==> src/apsr_map.svh <==
// Register offsets, field positions, reset values and timing counts for the converter control block
`ifndef APSR_MAP_SVH
`define APSR_MAP_SVH

// ============================================================
// Register byte offsets (one aligned word each)
`define APSR_OFF_CTRL_ONE 4'h0
`define APSR_OFF_STPT_HIGH 4'h4
`define APSR_OFF_STPT_LOW 4'h8
`define APSR_OFF_ERR_HIGH 4'hC

// ============================================================
// Control register one field positions
`define APSR_BIT_DSEN 0
`define APSR_BIT_GPOL 5
`define APSR_BIT_IPEN 6
`define APSR_BIT_PPOL 7
// Implemented bits of control register one
`define APSR_CTRL_ONE_MASK 8'hE1

// ============================================================
// Reset values
`define APSR_RST_CTRL_ONE 8'h00
`define APSR_RST_STPT 8'h00

// ============================================================
// Timing counts: conversion length in clock cycles
`define APSR_CONV_CYCLES 4'hA

`endif

==> src/apsr_pkg.sv <==
// Types shared by the converter control block
`default_nettype none
package apsr_pkg;

    // ============================================================
    // Conversion sequencer states
    typedef enum logic [2:0] {
        APSR_IDLE,
        APSR_PRE1,
        APSR_CONV1,
        APSR_PRE2,
        APSR_CONV2
    } apsr_state_t;

endpackage : apsr_pkg
`default_nettype wire

==> src/apsr_sequencer.sv <==
// Conversion sequencer: single or double sampling with precharge and guard polarity
`timescale 1ns/1ps
`default_nettype none
`include "apsr_map.svh"

module apsr_sequencer (
    // Clock and reset
    input wire logic clk,
    input wire logic rst,
    // Configuration
    input wire logic double_sample_enable,
    input wire logic inverted_precharge_enable,
    input wire logic precharge_polarity,
    input wire logic guard_polarity,
    input wire logic [7:0] precharge_time,
    // Trigger and conversion data
    input wire logic trigger,
    input wire logic [15:0] sample,
    // Sequencer state and results
    output logic busy,
    output logic conv_done,
    output logic second_cycle,
    output logic precharge_active,
    output logic pin_to_supply,
    output logic hold_to_supply,
    output logic guard_level,
    output logic [15:0] result,
    output logic [15:0] previous_result
);

    // ============================================================
    // State
    apsr_pkg::apsr_state_t state_ff; // Sequencer state
    apsr_pkg::apsr_state_t nxt_state;
    logic [7:0] cnt_ff; // Stage cycle counter
    logic invert_ff; // Polarity flip for second cycle
    logic pin_sup_ff;
    logic hold_sup_ff;
    logic guard_ff;
    logic done_ff;
    logic [15:0] result_ff;
    logic [15:0] prev_ff;
    logic stage_end;

    // Effective polarity after optional inversion
    logic eff_ppol;
    logic eff_gpol;
    assign eff_ppol = precharge_polarity ^ invert_ff;
    assign eff_gpol = guard_polarity ^ invert_ff;
    assign stage_end = (cnt_ff == 8'h00);

    // ============================================================
    // Next state
    always_comb begin
        nxt_state = state_ff;
        unique case (state_ff)
            apsr_pkg::APSR_IDLE: begin
                // Zero precharge time skips the precharge stage
                if (trigger) begin
                    nxt_state = (precharge_time != 8'h00) ? apsr_pkg::APSR_PRE1
                                                         : apsr_pkg::APSR_CONV1;
                end
            end
            apsr_pkg::APSR_PRE1: begin
                if (stage_end) begin
                    nxt_state = apsr_pkg::APSR_CONV1;
                end
            end
            apsr_pkg::APSR_CONV1: begin
                if (stage_end) begin
                    // Second conversion only when double sampling
                    if (!double_sample_enable) begin
                        nxt_state = apsr_pkg::APSR_IDLE;
                    end else if (precharge_time != 8'h00) begin
                        nxt_state = apsr_pkg::APSR_PRE2;
                    end else begin
                        nxt_state = apsr_pkg::APSR_CONV2;
                    end
                end
            end
            apsr_pkg::APSR_PRE2: begin
                if (stage_end) begin
                    nxt_state = apsr_pkg::APSR_CONV2;
                end
            end
            apsr_pkg::APSR_CONV2: begin
                if (stage_end) begin
                    nxt_state = apsr_pkg::APSR_IDLE;
                end
            end
        endcase
    end

    // State register
    always_ff @(posedge clk) begin
        if (rst) begin
            state_ff <= apsr_pkg::APSR_IDLE;
        end else begin
            state_ff <= nxt_state;
        end
    end

    // Stage counter reloads on every state change
    always_ff @(posedge clk) begin
        if (rst) begin
            cnt_ff <= 8'h00;
        end else if (nxt_state != state_ff) begin
            if (nxt_state == apsr_pkg::APSR_PRE1 || nxt_state == apsr_pkg::APSR_PRE2) begin
                cnt_ff <= precharge_time - 8'h01;
            end else begin
                cnt_ff <= {4'h0, `APSR_CONV_CYCLES} - 8'h01;
            end
        end else if (!stage_end) begin
            cnt_ff <= cnt_ff - 8'h01;
        end
    end

    // Inversion applies only to the second cycle of a double sample
    always_ff @(posedge clk) begin
        if (rst) begin
            invert_ff <= 1'b0;
        end else if (state_ff == apsr_pkg::APSR_CONV1 && stage_end) begin
            invert_ff <= double_sample_enable & inverted_precharge_enable;
        end else if (nxt_state == apsr_pkg::APSR_IDLE) begin
            invert_ff <= 1'b0;
        end
    end

    // Precharge switch and guard drive; held at reset level outside precharge
    always_ff @(posedge clk) begin
        if (rst) begin
            pin_sup_ff <= 1'b0;
            hold_sup_ff <= 1'b0;
            guard_ff <= 1'b0;
        end else if (state_ff == apsr_pkg::APSR_PRE1 || state_ff == apsr_pkg::APSR_PRE2) begin
            // Polarity 1 ties pin to supply and hold cap to ground
            pin_sup_ff <= eff_ppol;
            hold_sup_ff <= ~eff_ppol;
            // Guard starts at the selected level
            guard_ff <= eff_gpol;
        end else begin
            pin_sup_ff <= 1'b0;
            hold_sup_ff <= 1'b0;
            guard_ff <= 1'b0;
        end
    end

    // Result capture; first of a pair moves to previous result
    always_ff @(posedge clk) begin
        if (rst) begin
            result_ff <= 16'h0000;
            prev_ff <= 16'h0000;
            done_ff <= 1'b0;
        end else begin
            done_ff <= 1'b0;
            if (state_ff == apsr_pkg::APSR_CONV1 && stage_end) begin
                result_ff <= sample;
                if (double_sample_enable) begin
                    prev_ff <= sample;
                end else begin
                    done_ff <= 1'b1;
                end
            end else if (state_ff == apsr_pkg::APSR_CONV2 && stage_end) begin
                result_ff <= sample;
                done_ff <= 1'b1;
            end
        end
    end

    // ============================================================
    // Outputs
    assign busy = (state_ff != apsr_pkg::APSR_IDLE);
    assign second_cycle = invert_ff | (state_ff == apsr_pkg::APSR_PRE2)
                        | (state_ff == apsr_pkg::APSR_CONV2);
    assign precharge_active = (state_ff == apsr_pkg::APSR_PRE1)
                            | (state_ff == apsr_pkg::APSR_PRE2);
    assign conv_done = done_ff;
    assign pin_to_supply = pin_sup_ff;
    assign hold_to_supply = hold_sup_ff;
    assign guard_level = guard_ff;
    assign result = result_ff;
    assign previous_result = prev_ff;

    // ============================================================
    // Assertions
    property p_single_no_second;
        @(posedge clk) disable iff (rst)
        (state_ff == apsr_pkg::APSR_CONV1 && stage_end && !double_sample_enable)
            |=> state_ff == apsr_pkg::APSR_IDLE;
    endproperty
    a_single_no_second: assert property (p_single_no_second)
        else $error("single sample ran a second conversion");

    property p_double_second;
        @(posedge clk) disable iff (rst)
        (state_ff == apsr_pkg::APSR_CONV1 && stage_end && double_sample_enable)
            |=> (state_ff == apsr_pkg::APSR_PRE2 || state_ff == apsr_pkg::APSR_CONV2)
                && prev_ff == $past(sample);
    endproperty
    a_double_second: assert property (p_double_second)
        else $error("double sample missed second conversion or previous result");

    property p_invert_second;
        @(posedge clk) disable iff (rst)
        (state_ff == apsr_pkg::APSR_PRE2 && invert_ff)
            |=> pin_sup_ff == ~$past(precharge_polarity) && guard_ff == ~$past(guard_polarity);
    endproperty
    a_invert_second: assert property (p_invert_second)
        else $error("second cycle polarity not inverted");

    property p_no_invert_first;
        @(posedge clk) disable iff (rst)
        (state_ff == apsr_pkg::APSR_PRE1)
            |=> pin_sup_ff == $past(precharge_polarity) && hold_sup_ff != pin_sup_ff;
    endproperty
    a_no_invert_first: assert property (p_no_invert_first)
        else $error("first cycle precharge polarity wrong");

    property p_guard_start;
        @(posedge clk) disable iff (rst)
        (state_ff == apsr_pkg::APSR_PRE1) |=> guard_ff == $past(guard_polarity);
    endproperty
    a_guard_start: assert property (p_guard_start)
        else $error("guard ring start level wrong");

endmodule : apsr_sequencer
`default_nettype wire

==> src/apsr_top.sv <==
// Converter control top: Avalon-MM registers, setpoint, setpoint error and sequencer
`timescale 1ns/1ps
`default_nettype none
`include "apsr_map.svh"


module apsr_top #(
    parameter int ERR_MODE_W = 3 // Width of computation mode select
) (
    // Clock and reset
    input wire logic CORE_CLK,
    input wire logic RESET,
    // Avalon-MM slave
    input wire logic [3:0] AVS_ADDRESS,
    input wire logic AVS_READ,
    input wire logic AVS_WRITE,
    input wire logic [31:0] AVS_WRITEDATA,
    input wire logic [3:0] AVS_BYTEENABLE,
    output logic [31:0] AVS_READDATA,
    output logic AVS_WAITREQUEST,
    // Converter side
    input wire logic TRIGGER,
    input wire logic [15:0] SAMPLE,
    input wire logic [7:0] PRECHARGE_TIME,
    input wire logic [ERR_MODE_W-1:0] COMPUTATION_MODE_SELECT,
    // Converter status and drive
    output logic BUSY,
    output logic CONV_DONE,
    output logic SECOND_CYCLE,
    output logic PRECHARGE_ACTIVE,
    output logic PIN_TO_SUPPLY,
    output logic HOLD_TO_SUPPLY,
    output logic GUARD_LEVEL,
    output logic [15:0] RESULT,
    output logic [15:0] PREVIOUS_RESULT
);

    // ============================================================
    // Registers
    logic [7:0] ctrl_one_ff; // Control register one, implemented bits only
    logic [7:0] stpt_high_ff; // Threshold setpoint upper byte
    logic [7:0] stpt_low_ff; // Threshold setpoint lower byte
    logic [7:0] err_high_ff; // Setpoint error upper byte
    logic [31:0] rdata_ff; // Registered read data
    logic ack_ff; // One-cycle answer strobe
    logic [31:0] nxt_rdata;
    logic wr_go;
    logic rd_go;
    logic [15:0] setpoint;
    logic [15:0] err_value;

    // Access accepted once, the cycle after the request appears
    assign wr_go = AVS_WRITE & ack_ff;
    assign rd_go = AVS_READ & ack_ff;
    assign AVS_WAITREQUEST = (AVS_READ | AVS_WRITE) & ~ack_ff;
    assign setpoint = {stpt_high_ff, stpt_low_ff};

    // Match helper for address decode
    function automatic logic hit(input logic [3:0] addr, input logic [3:0] off);
        hit = (addr == off);
    endfunction : hit

    // ============================================================
    // Handshake: every access takes one wait state, giving read data a flop
    always_ff @(posedge CORE_CLK) begin
        if (RESET) begin
            ack_ff <= 1'b0;
        end else begin
            ack_ff <= (AVS_READ | AVS_WRITE) & ~ack_ff;
        end
    end

    // Control register one; unimplemented bits never store
    always_ff @(posedge CORE_CLK) begin
        if (RESET) begin
            ctrl_one_ff <= `APSR_RST_CTRL_ONE;
        end else if (wr_go && AVS_BYTEENABLE[0] && hit(AVS_ADDRESS, `APSR_OFF_CTRL_ONE)) begin
            ctrl_one_ff <= AVS_WRITEDATA[7:0] & `APSR_CTRL_ONE_MASK;
        end
    end

    // Setpoint bytes, software read and write
    always_ff @(posedge CORE_CLK) begin
        if (RESET) begin
            stpt_high_ff <= `APSR_RST_STPT;
            stpt_low_ff <= `APSR_RST_STPT;
        end else if (wr_go && AVS_BYTEENABLE[0]) begin
            if (hit(AVS_ADDRESS, `APSR_OFF_STPT_HIGH)) begin
                stpt_high_ff <= AVS_WRITEDATA[7:0];
            end
            if (hit(AVS_ADDRESS, `APSR_OFF_STPT_LOW)) begin
                stpt_low_ff <= AVS_WRITEDATA[7:0];
            end
        end
    end

    // ============================================================
    // Setpoint error by mode; a small stand-in for the mode logic outside
    always_comb begin
        unique case (COMPUTATION_MODE_SELECT[1:0])
            2'h0: err_value = RESULT - PREVIOUS_RESULT;
            2'h1: err_value = RESULT - setpoint;
            2'h2: err_value = PREVIOUS_RESULT - setpoint;
            2'h3: err_value = setpoint - RESULT;
        endcase
    end

    // Error byte updates on conversion done only; bus writes never reach it
    always_ff @(posedge CORE_CLK) begin
        if (RESET) begin
            err_high_ff <= 8'h00;
        end else if (CONV_DONE) begin
            err_high_ff <= err_value[15:8];
        end
    end

    // ============================================================
    // Read mux; unmapped offsets read zero
    always_comb begin
        nxt_rdata = 32'h0000_0000;
        if (hit(AVS_ADDRESS, `APSR_OFF_CTRL_ONE)) begin
            nxt_rdata = {24'h00_0000, ctrl_one_ff & `APSR_CTRL_ONE_MASK};
        end else if (hit(AVS_ADDRESS, `APSR_OFF_STPT_HIGH)) begin
            nxt_rdata = {24'h00_0000, stpt_high_ff};
        end else if (hit(AVS_ADDRESS, `APSR_OFF_STPT_LOW)) begin
            nxt_rdata = {24'h00_0000, stpt_low_ff};
        end else if (hit(AVS_ADDRESS, `APSR_OFF_ERR_HIGH)) begin
            nxt_rdata = {24'h00_0000, err_high_ff};
        end
    end

    // Read data flop loads in the wait cycle and stands through the ack
    always_ff @(posedge CORE_CLK) begin
        if (RESET) begin
            rdata_ff <= 32'h0000_0000;
        end else if (AVS_READ && !ack_ff) begin
            rdata_ff <= nxt_rdata;
        end
    end
    assign AVS_READDATA = rdata_ff;

    // ============================================================
    // Sequencer
    apsr_sequencer u_seq (
        .clk(CORE_CLK),
        .rst(RESET),
        .double_sample_enable(ctrl_one_ff[`APSR_BIT_DSEN]),
        .inverted_precharge_enable(ctrl_one_ff[`APSR_BIT_IPEN]),
        .precharge_polarity(ctrl_one_ff[`APSR_BIT_PPOL]),
        .guard_polarity(ctrl_one_ff[`APSR_BIT_GPOL]),
        .precharge_time(PRECHARGE_TIME),
        .trigger(TRIGGER),
        .sample(SAMPLE),
        .busy(BUSY),
        .conv_done(CONV_DONE),
        .second_cycle(SECOND_CYCLE),
        .precharge_active(PRECHARGE_ACTIVE),
        .pin_to_supply(PIN_TO_SUPPLY),
        .hold_to_supply(HOLD_TO_SUPPLY),
        .guard_level(GUARD_LEVEL),
        .result(RESULT),
        .previous_result(PREVIOUS_RESULT)
    );

    // ============================================================
    // Assertions
    property p_reserved_zero;
        @(posedge CORE_CLK) disable iff (RESET)
        (AVS_READ && !AVS_WAITREQUEST && AVS_ADDRESS == `APSR_OFF_CTRL_ONE)
            |-> AVS_READDATA[4:1] == 4'h0;
    endproperty
    a_reserved_zero: assert property (p_reserved_zero)
        else $error("reserved control bits read nonzero");

    property p_stpt_high_wr;
        @(posedge CORE_CLK) disable iff (RESET)
        (wr_go && AVS_BYTEENABLE[0] && AVS_ADDRESS == `APSR_OFF_STPT_HIGH)
            |=> stpt_high_ff == $past(AVS_WRITEDATA[7:0]);
    endproperty
    a_stpt_high_wr: assert property (p_stpt_high_wr)
        else $error("high setpoint write lost");

    property p_stpt_low_wr;
        @(posedge CORE_CLK) disable iff (RESET)
        (wr_go && AVS_BYTEENABLE[0] && AVS_ADDRESS == `APSR_OFF_STPT_LOW)
            |=> stpt_low_ff == $past(AVS_WRITEDATA[7:0]);
    endproperty
    a_stpt_low_wr: assert property (p_stpt_low_wr)
        else $error("low setpoint write lost");

    property p_err_ro;
        @(posedge CORE_CLK) disable iff (RESET)
        (!CONV_DONE) |=> $stable(err_high_ff);
    endproperty
    a_err_ro: assert property (p_err_ro)
        else $error("setpoint error changed without conversion");

endmodule : apsr_top
`default_nettype wire

==> config.mk <==
export PLATFORM = sky130hd
export DESIGN_NAME = apsr_top
export DESIGN_NICKNAME = d
export VERILOG_FILES = /design/src/apsr_pkg.sv /design/src/apsr_sequencer.sv /design/src/apsr_top.sv
export VERILOG_INCLUDE_DIRS = /design/src
export SDC_FILE = /design/constraint.sdc
export NUM_CORES = 1
export LEC_CHECK = 0
export BUFFER_PORTS_ARGS = -buffer_cell sky130_fd_sc_hd__buf_2
export CAP_MARGIN = 10
export CORE_AREA = 4 4 83 163
export CTS_CLUSTER_DIAMETER = 120
export DETAILED_ROUTE_END_ITERATION = 8
export DIE_AREA = 0 0 87 167
export PLACE_DENSITY_LB_ADDON = 0.1
export SKIP_LAST_GASP = 1
export SLEW_MARGIN = 20
export SYNTH_ARGS = -nofsm -noshare
export SYNTH_HDL_FRONTEND = slang
export SYNTH_HIERARCHICAL = 1
export SYNTH_SLANG_ARGS = --single-unit
export TNS_END_PERCENT = 1
==> constraint.sdc <==
create_clock -name CORE_CLK -period 2.9 [get_ports CORE_CLK]
set_clock_uncertainty 0.2 [all_clocks]
set_input_delay 0 -clock CORE_CLK [delete_from_list [all_inputs] [get_ports CORE_CLK]]
set_output_delay 0 -clock CORE_CLK [all_outputs]
set_load 0.005 [all_outputs]
Word-level counts from Yosys, hierarchy flattened
Cells that the tools add are included.

Bits in registers: 109. Input port bits: 72. Output and inout bits: 72.

Add/sub/neg operators: 6. Eq/ne operators: 14. Muxes and demuxes: 24. Bitwise gates (word level): 12. Reductions and logical operators: 21.

Operators by type and width (number): $pmux 16 s4 (1); $sub 16x16->16 (4); $mux 8 (7); $mux 16 (2); $mux 3 (7); $sub 8x1->8 const B (2); $pmux 3 s5 (1); $eq 3x2->1 const B (3); $eq 4x4->1 const B (2); $logic_not 8->1 (1); $reduce_bool 8->1 (1); $eq 3x1->1 const B (2); $logic_not 3->1 (2); $reduce_and 2->1 (3); $logic_and 1x1->1 (5); $mux 1 (5); $eq 2x2->1 const B (2); $eq 4x3->1 const B (1); $logic_not 4->1 (1); $or 1x1->1 (4); $reduce_bool 2->1 (2); $and 1x1->1 (3); $eq 3x3->1 const B (1); $ne 3x3->1 (1); 10 further kinds (14).

Logic depth before layout (Yosys ltp)
Depth after elaboration: 9. Mapped depth: 14.

By module
Netlist, hierarchy kept.

Modules (own cells, without submodules): apsr_top (times used 1, cells each 476, area an instance 3677.3 um^2, sequential area each 740.7 um^2); apsr_sequencer (times used 1, cells each 276, area an instance 2394.8 um^2, sequential area each 960.9 um^2).

Worst setup path after synthesis
Ideal clock, no wire load.

Path type: input to register. Start point: input COMPUTATION_MODE_SELECT[0]. End point: register err_high_ff[6]. Library setup time: 0.136 ns. Data arrival time: 2.449 ns. Required time: 2.564 ns. Setup slack: 0.115 ns. Stages: 14. Buffers on the path: 1. Cell sequence: inv_1 -> ha_1 -> clkbuf_1 -> nand2_1 -> o21ai_0 -> ha_1 -> a211oi_1 -> o21ai_1 -> o2111ai_1 -> nand3b_1 -> a211o_1 -> xor2_1 -> a221oi_1 -> a2111oi_2.

Cells in the longest elaborated chain, start to end: 2. Elaborated cells between the ends (all ways): 5. Classes of those cells: eq/ne (3); mux (1); reduce/logical (1).

RTL lines: from (decl) (line apsr_top.sv:25) `input wire logic [ERR_MODE_W-1:0] COMPUTATION_MODE_SELECT,`; $eq 2x2->1, or another cell as far along (line apsr_top.sv:100) `unique case (COMPUTATION_MODE_SELECT[1:0])`; $pmux 16 s4 * (line apsr_top.sv:100); to (signal assigned) (line apsr_top.sv:113) `err_high_ff <= err_value[15:8];`; to (decl) (line apsr_top.sv:43) `logic [7:0] err_high_ff;`.

Mark *: on every way between the ends. The rest lies on a longest branch, timed or not. A chain may end at the register's enable or synchronous reset.

Worst setup path after layout
Start point: register u_seq.result_ff[7] (netlist: u_seq/result[7]). End point: register err_high_ff[6].

Cells in the longest elaborated chain, start to end: 2. Elaborated cells between the ends (all ways): 4. Classes of those cells: add/sub (3); mux (1).

RTL lines: from (decl) (line apsr_sequencer.sv:41) `logic [15:0] result_ff;`; from (signal assigned) (line apsr_sequencer.sv:157) `result_ff <= sample;`; from (signal assigned) (line apsr_sequencer.sv:164) `result_ff <= sample;`; $sub 16x16->16, on equally long branches (line apsr_top.sv:104, apsr_top.sv:101, apsr_top.sv:102); $pmux 16 s4 * (line apsr_top.sv:100).

Marks and branches as above.

==> results.yml <==
logic_synthesis:
  async_flop_share: 0
  synth_top_area_cell: "dfxtp_1"
  synth_top_flop_cell: "dfxtp_1"
  synth_area_leaders: "dfxtp_1 (28%), ha_1 (10%), mux2i_1 (6.4%)"
  synth_area_per_cell_um2: 8.07
  synthesis.area_um2: 6070
  syn_inst: 752
  ys.warnings.count: 6
  ys_seq_area_frac: 0.280
  ys_seq_elements: 85
  synth-edff-count: 0
  synth_top_area_share: 0.280
  ys_types: 77
clock_network:
  clock_sinks: 85
  htree_levels: 3
  clk_pin_slew_ns: 0.07
  clock_latency_ns: 0.34
  cts_tree: "yes"
  clock_path_buffers: 2
  cts_root_buf: "clkbuf_16"
  cts_made_buffers: 9
global_routing:
  use_met1: 0.246
  antenna_found_initial: 0
  grtUsageTotal: 0.263
  grt-ovfl-total: 0
  grt_pass1_vias: 6071
  met3_usage: 0.0306
  gr-usage-met2: 0.505
  grt_max_degree: 44
  busiest_layer: "met2"
  grt_pass1_wl_um: 30000
final_layout:
  final_layout_size_suffix_gt1_frac: 0.204
  multiInputGateArea_um2: 4010
  areaGrowthSynthToFinish_pct: 25.6
  nFillCells: 1103
  nNetsFinal: 1022
  regArea_um2: 1710
  n_antenna_cell: 0
sta:
  slew_headroom: 0.579
  slew_violations: 0
  period_share: 0.967
  setup_viol: 0
  hold_violations: 0
  rsz0062_at_grt: "yes"
  worst_pin_slew_ns: 0.632
  period_needed_ns: 2.80
  holdWs_ns: 0.0215
  fmax_ghz: 0.357
worst_setup_path:
  worstSetupPathType: "flip-flop to flip-flop"
  arrival_ns: 2.85
  cp-end-kind: "flip-flop"
  path_max_fanout: 3
  startpoint_type: "flip-flop"
  cp.required_ns: 2.94
floorplan:
  dieWidth_um: 87
  die_h_um: 167
  die_area_um2: 14500
  initial_utilization: 0.498
  rows: 57
  io_pins: 144
  core_area_um2: 12200
routing:
  antenna_left: 0
  drcViolationCount: 0
  drtPass1Iterations: 5
  avgViaCountPerCell: 5.72
  wl_per_cell_um: 18.5
  drtIter0Drc: 328
  vias: 6025
  routed_wl_um: 19500
power_and_ir_drop:
  max-vdd-ir-drop_mv: 0.536
  swShare: 0.346
  p_leak_nw: 3.17
  p_comb_frac: 0.361
  p_seq_frac: 0.329
  p_int_w: 0.00268
  p_sw_w: 0.00142
  power-per-cell-area_nw_per_um2: 538
  totalPowerFinal_w: 0.00410
  p_clk_frac: 0.310
run_status:
  status: "finished clean"
min_path:
  hold_path.class: "input port to flip-flop"
placement:
  io_buffers: 91
  place_congestion: 0.942
  dp_hpwl_um: 14900
job:
  cap_violations: 0
## final timing paths
path              startpoint               to  slack [ns]  depth (start not counted)
min reg2reg  AVS_READDATA[5]  AVS_READDATA[5]        0.30                          2
min           AVS_ADDRESS[3]  AVS_READDATA[2]        0.02                          4
max reg2reg  u_seq/result[7]   err_high_ff[6]         0.1                         11
max          u_seq/result[7]   err_high_ff[6]         0.1                         11
## logic make-up after synthesis
group | share of synthesized area
adder cells (fa/ha/maj) | 0.101
AO/OA/AOI/OAI | 0.203
multiplexers | 0.0717
other | 0.000618
buffers and inverters | 0.0886
flip-flops | 0.280
XOR/XNOR | 0.0490
AND/OR/NAND/NOR | 0.205
## power groups by stage
stage	Clock [W]	Sequential (W)	Combinational, W
after floorplan	0	0.00134	0.00102
after global placement	0	0.00137	0.00134
after detailed placement	0	0.00137	0.00136
after CTS	0.00128	0.00134	0.00142
after global routing	0.00133	0.00136	0.00160
final	0.00127	0.00135	0.00148
## critical path: stages (launching register included)
cell and delay [ns]:
dfxtp_1 0.33, inv_1 0.06, o21ai_2 0.18, ha_4 0.24, a211oi_2 0.23, o21ai_1 0.13
o2111ai_2 0.26, nand3b_1 0.16, a211o_1 0.37, xor2_1 0.17, a221oi_2 0.08, a2111oi_2 0.30
## cells in the final DEF, fill, tap and decap left out, types with 11 or more instances in the layout
cell            n
buf_2          91
dfxtp_1        81
nand2_1        79
nor2_1         76
inv_1          57
ha_1           47
a21oi_1        42
dlygate4sd3_1  42
mux2i_1        38
buf_4          37
conb_1         24
o21ai_0        23
xnor2_1        20
nor3_1         19
xor2_1         14
nand3_1        12
a21o_1         11
## through the flow
step / TNS [ns] / setup slack (ns) / utilization / instances / area, µm²
2_1_floorplan: 0 / 0.115 / - / 775 / 6160
3_3_place_gp: 0 / 0.0120 / 0.555 / 992 / 6770
3_5_place_dp: -0.168 / -0.114 / 0.555 / 992 / 6770
4_1_cts: 0 / 0.0172 / 0.617 / 1050 / 7520
5_1_grt: -0.0411 / -0.0201 / 0.625 / 1053 / 7620
6_report: 0 / 0.0971 / 0.625 / 1053 / 7620
## Yosys cell counts (4+ instances only)
| master | number |
|---|---|
| nor2_1 | 76 |
| o21ai_1 | 6 |
| o22ai_1 | 4 |
| nor3_1 | 19 |
| nor3b_1 | 5 |
| a211oi_1 | 9 |
| inv_1 | 57 |
| xnor2_1 | 20 |
| nor4_1 | 8 |
| nand4_1 | 4 |
| mux2i_1 | 39 |
| o21ai_0 | 26 |
| and2_1 | 5 |
| o31ai_1 | 7 |
| dfxtp_1 | 85 |
| a21oi_1 | 43 |
| nor2b_1 | 10 |
| clkbuf_1 | 21 |
| ha_1 | 49 |
| a211o_1 | 4 |
| a22o_1 | 8 |
| nand3_1 | 12 |
| a221oi_1 | 8 |
| xor2_1 | 14 |
| a21o_1 | 11 |
| nand2_1 | 79 |
| buf_1 | 5 |
| buf_4 | 26 |
| a31oi_1 | 6 |
| and3_1 | 7 |
| a22oi_1 | 5 |
| nand2b_1 | 10 |
## sequential cells by signal (all words and copies together), names as in the netlist, 3 cells and up
register               flops
err_high_ff                8
u_seq/previous_result     16
stpt_low_ff                8
u_seq/result              16
AVS_READDATA               8
u_seq/state_ff             3
stpt_high_ff               8
ctrl_one_ff                4
u_seq/cnt_ff               8
## cell type report
type                    count  area share
clock buffers              11      0.0305
clock inverters             5      0.0112
inverters                  57      0.0281
multi-input cells         576       0.526
flip-flops and latches     85       0.224
well taps                 147      0.0241
repair buffers            172       0.157
## per-layer routing
metal,part of all wire,wire (µm)
met1,0.34,6650
met4,0.064,1240
met5,0,0
met3,0.028,546
met2,0.57,11000
## what timing repair did
action                     in CTS  in global routing
pin swaps                       0                 11
hold endpoints to repair       74                  0
buffers inserted                0                  3
hold buffers                   42                  0
setup endpoints to repair       1                 13
resized for setup               2                 20
No activity file was read; power rests on OpenSTA's default activity.
